$ cat src/hw/xps_pkg.sv
// Package for the crosspoint serial programming block.
// Assumes a single 10 MHz system clock and that all serial pins are asynchronous.
`default_nettype none
package xps_pkg;
    // ------------------------------------------------------------
    // Sizes
    // ------------------------------------------------------------
    localparam int XPS_WORD_BITS = 80;
    localparam int XPS_SYNC_STAGES = 2;
    // ------------------------------------------------------------
    // Reset values
    // ------------------------------------------------------------
    localparam logic XPS_SYNC_RESET = 1'h1;
    localparam logic XPS_DATA_RESET = 1'h0;
    localparam logic XPS_OE_N_RESET = 1'h1;
endpackage
`default_nettype wire

$ cat src/hw/xps_chain.sv
// Serial programming chain of a 16 by 16 crosspoint switch.
// Assumes the serial clock, data, select and update pins come from a host
// on an unrelated clock; each is synchronised before any logic reads it.
`default_nettype none
module xps_chain
    import xps_pkg::*;
#(
    parameter int WORD_BITS = XPS_WORD_BITS
) (
    // Clock and reset
    input wire logic i_clock,
    input wire logic i_rst_n,
    // Serial programming pins
    input wire logic i_serial_clock,
    input wire logic i_serial_data,
    input wire logic i_select_n,
    input wire logic i_update_n,
    // Chain output
    output logic o_serial_data,
    // Matrix control
    output logic [WORD_BITS-1:0] o_matrix,
    output logic o_outputs_enable_n
);
    // ------------------------------------------------------------
    // Local types
    // ------------------------------------------------------------
    typedef enum logic {
        OUT_DISABLED,
        OUT_LIVE
    } xps_out_state_type;

    // ------------------------------------------------------------
    // Local storage
    // ------------------------------------------------------------
    logic sclk;
    logic sdata;
    logic sel_n;
    logic upd_n;
    logic sclk_prev;
    logic upd_prev_n;
    logic shift_take;
    logic load_take;
    logic [WORD_BITS-1:0] shift;
    logic [WORD_BITS-1:0] next_shift;
    logic [WORD_BITS-1:0] next_matrix;
    logic next_serial_data;
    xps_out_state_type out_state;
    xps_out_state_type next_out_state;

    // ------------------------------------------------------------
    // Edge decoding
    // ------------------------------------------------------------
    // Edges are judged on synchronised levels against their own history, never
    // on the raw pin, so a pin moving near i_clock cannot fake a second edge.
    function automatic logic level_moved(input logic now_level, input logic prev_level,
        input logic to_level);
        return (now_level == to_level) && (prev_level != to_level);
    endfunction

    // ------------------------------------------------------------
    // Pin synchronisers
    // ------------------------------------------------------------
    // Clock and data share the same synchroniser delay, so each bit is read
    // together with the serial clock edge that belongs to it.
    xps_sync u_sync_clk (
        .i_clock(i_clock),
        .i_rst_n(i_rst_n),
        .i_pin(i_serial_clock),
        .o_level(sclk)
    );

    xps_sync u_sync_data (
        .i_clock(i_clock),
        .i_rst_n(i_rst_n),
        .i_pin(i_serial_data),
        .o_level(sdata)
    );

    xps_sync u_sync_sel (
        .i_clock(i_clock),
        .i_rst_n(i_rst_n),
        .i_pin(i_select_n),
        .o_level(sel_n)
    );

    xps_sync u_sync_upd (
        .i_clock(i_clock),
        .i_rst_n(i_rst_n),
        .i_pin(i_update_n),
        .o_level(upd_n)
    );

    // ------------------------------------------------------------
    // Edge history
    // ------------------------------------------------------------
    always_ff @(posedge i_clock or negedge i_rst_n) begin
        if (!i_rst_n) begin
            sclk_prev <= XPS_SYNC_RESET;
        end else begin
            sclk_prev <= sclk;
        end
    end

    always_ff @(posedge i_clock or negedge i_rst_n) begin
        if (!i_rst_n) begin
            upd_prev_n <= XPS_SYNC_RESET;
        end else begin
            upd_prev_n <= upd_n;
        end
    end

    always_comb begin
        shift_take = level_moved(sclk, sclk_prev, 1'h1) && !sel_n;
    end

    always_comb begin
        load_take = level_moved(upd_n, upd_prev_n, 1'h0);
    end

    // ------------------------------------------------------------
    // Shift register
    // ------------------------------------------------------------
    // Data is sampled on the synchronised rising serial clock edge, so the host
    // serial clock must stay below a quarter of i_clock.
    always_comb begin
        next_shift = shift;
        if (shift_take) begin
            next_shift = {shift[WORD_BITS-2:0], sdata};
        end
    end

    always_ff @(posedge i_clock or negedge i_rst_n) begin
        if (!i_rst_n) begin
            shift <= '0;
        end else begin
            shift <= next_shift;
        end
    end

    // ------------------------------------------------------------
    // Serial output
    // ------------------------------------------------------------
    always_comb begin
        next_serial_data = shift[WORD_BITS-1];
    end

    always_ff @(posedge i_clock or negedge i_rst_n) begin
        if (!i_rst_n) begin
            o_serial_data <= XPS_DATA_RESET;
        end else begin
            o_serial_data <= next_serial_data;
        end
    end

    // ------------------------------------------------------------
    // Matrix latches
    // ------------------------------------------------------------
    // The update strobe is shared by a whole chain, so it loads regardless of
    // the select; a falling edge loads once even if held low for long.
    always_comb begin
        next_matrix = o_matrix;
        if (load_take) begin
            next_matrix = shift;
        end
    end

    always_ff @(posedge i_clock or negedge i_rst_n) begin
        if (!i_rst_n) begin
            o_matrix <= '0;
        end else begin
            o_matrix <= next_matrix;
        end
    end

    // ------------------------------------------------------------
    // Output enable state
    // ------------------------------------------------------------
    // Outputs stay off from reset until a whole pattern has been applied, so
    // wired outputs of several devices never fight after power-up.
    always_comb begin
        next_out_state = out_state;
        case (out_state)
            OUT_DISABLED: begin
                if (load_take) begin
                    next_out_state = OUT_LIVE;
                end
            end
            OUT_LIVE: begin
                next_out_state = OUT_LIVE;
            end
            default: begin
                next_out_state = OUT_DISABLED;
            end
        endcase
    end

    always_ff @(posedge i_clock or negedge i_rst_n) begin
        if (!i_rst_n) begin
            out_state <= OUT_DISABLED;
        end else begin
            out_state <= next_out_state;
        end
    end

    always_ff @(posedge i_clock or negedge i_rst_n) begin
        if (!i_rst_n) begin
            o_outputs_enable_n <= XPS_OE_N_RESET;
        end else begin
            o_outputs_enable_n <= (next_out_state != OUT_LIVE);
        end
    end
endmodule
`default_nettype wire

$ cat src/hw/xps_sync.sv
// Two-flop synchroniser for one asynchronous pin.
// Assumes the pin is unrelated to i_clock; first flop feeds only the second.
`default_nettype none
module xps_sync
    import xps_pkg::*;
(
    // Clock and reset
    input wire logic i_clock,
    input wire logic i_rst_n,
    // Pin and result
    input wire logic i_pin,
    output logic o_level
);
    logic meta;

    always_ff @(posedge i_clock or negedge i_rst_n) begin
        if (!i_rst_n) begin
            meta <= XPS_SYNC_RESET;
            o_level <= XPS_SYNC_RESET;
        end else begin
            meta <= i_pin;
            o_level <= meta;
        end
    end
endmodule
`default_nettype wire

$ cat config.mk
export PLATFORM = sky130hd
export DESIGN_NAME = xps_chain
export DESIGN_NICKNAME = d
export VERILOG_FILES = /design/src/hw/xps_pkg.sv /design/src/hw/xps_chain.sv /design/src/hw/xps_sync.sv
export SDC_FILE = /design/constraint.sdc
export NUM_CORES = 1
export LEC_CHECK = 0
export BUFFER_PORTS_ARGS = -buffer_cell sky130_fd_sc_hd__buf_2
export CAP_MARGIN = 20
export CELL_PAD_IN_SITES_DETAIL_PLACEMENT = 1
export CELL_PAD_IN_SITES_GLOBAL_PLACEMENT = 1
export CORE_UTILIZATION = 45
export CTS_CLUSTER_SIZE = 30
export DETAILED_ROUTE_END_ITERATION = 7
export GPL_TIMING_DRIVEN = 0
export PLACE_DENSITY = 0.71
export SLEW_MARGIN = 20
export SYNTH_ARGS = -nofsm -noshare
export SYNTH_HDL_FRONTEND = slang
export SYNTH_HIERARCHICAL = 1
export SYNTH_SLANG_ARGS = --single-unit
$ cat constraint.sdc
create_clock -name i_clock -period 4.2 [get_ports i_clock]
set_input_delay 0.21 -clock i_clock [delete_from_list [all_inputs] [get_ports i_clock]]
set_output_delay 0.21 -clock i_clock [all_outputs]
set_load 0.02 [all_outputs]
# == Word-level counts from Yosys, hierarchy flattened ==
# Index checks and enable logic that the tools add are counted.
# classes
mux,2
bitwise,4
n_reduce_logical,4
# op_table
cell,count
NOT 1 bit,4
logical AND 1 bit,3
one-hot mux 1 bit (2 select lines),1
zero test 1 bit,1
two-way mux 1 bit,1
# totals
ff_bits,173
inputBits,6
out_inout_bits,82
elab_cells,25

# == Longest topological paths before layout ==
# depth
depth_word,5
depth_mapped,4
mapped_depth_nobuf,2

# == Modules after synthesis ==
# The synthesis kept the hierarchy.
# modules_own_cells
module,n_inst,cells_each,area_each_um2,seq_area_each_um2
xps_chain,1,347,6536.3,4132.7
xps_sync,4,2,52.6,52.6

# == Least setup slack after synthesis ==
# Ideal clock, no wire load.
# synth_timing
kind,register to register
startpoint,register u_sync_clk.o_level
endpoint,register shift[0]
setup_time_ns,0.125
t_arrival_ns,1.321
t_required_ns,4.075
slack_ns,2.754
stages_incl_launch_ff,5
path_buffers,2
synth_period_minus_slack_ns,1.446
path_cell_list,dfstp_2 nor3b_2 buf_6 buf_12 mux2_4
# synth_via
elab_chain_cells,2
# synth_rtl
item,line,source
"start, declared",xps_sync.sv:12,output logic o_level
"start signal, assigned",xps_sync.sv:22,o_level <= meta;
logical AND 1 bit,xps_chain.sv:57,return (now_level == to_level) && (prev_level != to_level);
logical AND 1 bit,xps_chain.sv:113,"shift_take = level_moved(sclk, sclk_prev, 1'h1) && !sel_n;"
"end signal, assigned",xps_chain.sv:136,shift <= next_shift;
"end, declared",xps_chain.sv:43,logic [WORD_BITS-1:0] shift;
# No other way between the ends.
# A chain may end at the register's enable or synchronous reset.

# == Worst setup path after layout ==
# layout_timing
startpoint,register u_sync_clk.o_level
endpoint,register shift[2]
# The elaborated chain is that of the path after synthesis.

==> impl_metrics.toml <==
[status]
status = "completed"

[placed_design]
port_buffers = 87
hpwlAfterDp_um = 7110
gp_congestion = 0.669

[floorplanning]
io_pins = 88
start_util_pct = 46.2
dieArea_um2 = 15500
core_area_um2 = 14600
rows = 44
die_h_um = 124
dieWidth_um = 124

[clock_tree]
path_clk_slew_ns = 0.06
cts_sinks = 173
h-tree-depth = 4
clkLatencyLatePin_ns = 0.42
cts_tree = "built"
cts_resized = 0
ctsRootBufferMaster = "clkbuf_16"
numCtsBuffers = 17
clk_path_buf_depth = 2

[worst_setup_path]
path_class = "reg2reg"
cp-startpoint = "u_sync_clk/o_level"
cp-end-kind = "flop"
cp_max_fo = 10
worst_path_max_delay_cell = "dfstp_2"
critical_path.startpoint_type = "flop"
regToRegStartpoint = "u_sync_clk/o_level"
crit_chain = "nor3b_2 -> buf_6 -> buf_12 -> mux2_4"
crit_required_ns = 4.50
crit_arrival_ns = 1.87
critPathMaxStageDelay_ns = 0.53

[logic_synthesis]
syn_area_um2 = 6750
syn_area_per_cell_um2 = 19.0
syn_nets = 361
yosys_warnings = 6
synth_cell_type_count = 10
syn_inst = 355
yosysSeqAreaShare_pct = 64.4
synth_seq_cells = 173

[drt]
vias_per_cell = 4.92
routed_wl_um = 11300
routedWlPerCell_um = 17.0
drtIter0Drc = 104
drc_errors = 0
postRouteAntennaNets = 0
dr.pass1.iters = 4
num_vias = 3259

[global_route]
grt_max_degree = 106
grt_usage_pct = 16.5
antenna_found_initial = 0
grt_pass1_wl_um = 19700
grt_overflow = 0
grt_pass1_vias = 3651

[sta]
worst_pin_slew_ns = 0.530
fin_crit_sh_pct = 37.2
hold_viol_final = 0
slew_headroom_pct = 64.7
setup_viol = 0
max_freq_ghz = 0.640
finalSetupTns_ns = 0
post-route-min-period_ns = 1.56
maxSlewViolCount = 0
rsz0062_at_grt = "no"
skew_ns = 0.00528

[hold_path]
hold_class = "in2async"

[power]
irDropWorstVdd_mv = 0.279
power_density_nw_per_um2 = 448
p_leak_nw = 4.21

[finish]
nets = 473
reg_top3 = "o_matrix x80, shift x80"
diodes = 0
syn2layout_area_growth_pct = 19.4
post-route-util_pct = 55.2
drive_gt1_share_pct = 63.8

[flow_run]
max_cap_viol_count = 0
[critical path, delay by kind of cell (launching register included)]
kind	cells	cell delay, ns
buf+inv	2	0.42
flops	1	0.53
simple gates	1	0.17
mux	1	0.31
[routing by layer]
layer / global-route usage [%] / wire length [um] / vias to the layer above
li1: - / - / 1468
met1: 22.1 / 5150 / 1707
met2: 25.0 / 5490 / 65
met3: 4.38 / 415 / 19
met4: 8.08 / 230 / 0
met5: 0 / 0 / -
[cell families after synthesis]
family / Yosys count / synth area share (%)
buf+inv: 18 / 4.04
simple gates: 4 / 0.427
flops: 173 / 64.4
mux: 160 / 31.2
[final cells by class]
cell class	count	area (um2)
buffer	18	273
clock buffer	23	468
timing repair buffer	93	523
fill	1321	6530
clock inverter	7	90.1
sequential	173	4340
multi-input combinational	164	2130
tap	184	230
[metrics by stage]
stage                     cells  total power [W]  hold slack (ns)  setup slack [ns]  cell area, um2
after global placement      626          0.00211            0.315             0.361            7410
after floorplan             355          0.00202          -0.0856              2.75            6750
after CTS                   662          0.00367            0.349              2.62            8060
after global routing        662          0.00376            0.362              2.59            8060
after detailed placement    627          0.00213            0.211              2.65            7450
final                       662          0.00361            0.337              2.64            8060
[cell usage after synthesis]
cell	n	area [um2]
mux2_2	80	901
dfstp_2	11	289
nor2b_1	1	6.26
mux2_4	80	1200
dfrtp_1	162	4050
buf_6	10	113
nor2_1	1	3.75
nor3b_2	1	12.5
or2_2	1	6.26
buf_12	8	160
[what timing repair did]
item / 4_1_cts / 5_1_grt
hold buffers: 5 / 0
buffers inserted: 0 / 0
endpoints found under the hold margin: 69 / 0
[power by group]
part	total, W	internal, W	switching (W)
combinational	0.000298	0.000149	0.000150
clock	0.00151	0.000897	0.000610
sequential	0.00180	0.00175	0.0000524
[cell usage in the layout, fill, tap and decap left out, drive strengths merged]
cell type,netlist,final
buf,18,106
bufinv,0,2
clkbuf,0,23
clkinv,0,3
clkinvlp,0,2
dfrtp,162,162
dfstp,11,11
dlygate4sd3,0,5
mux2,160,160
nor2,1,1
nor2b,1,1
nor3b,1,1
or2,1,1
[final timing paths]
| check | end | slack, ns | cells past startpoint |
|---|---|---|---|
| max in group asynchronous | u_sync_upd/o_level | 2.97 | 3 |
| hold reg to reg | u_sync_sel/o_level | 0.35 | 0 |
| min in group i_clock | u_sync_sel/o_level | 0.35 | 0 |
| setup / recovery | shift[2] | 2.64 | 4 |
| hold / removal | o_matrix[79] | 0.34 | 2 |
| setup reg to reg | shift[2] | 2.64 | 4 |
(Power assumes the default switching activity.)
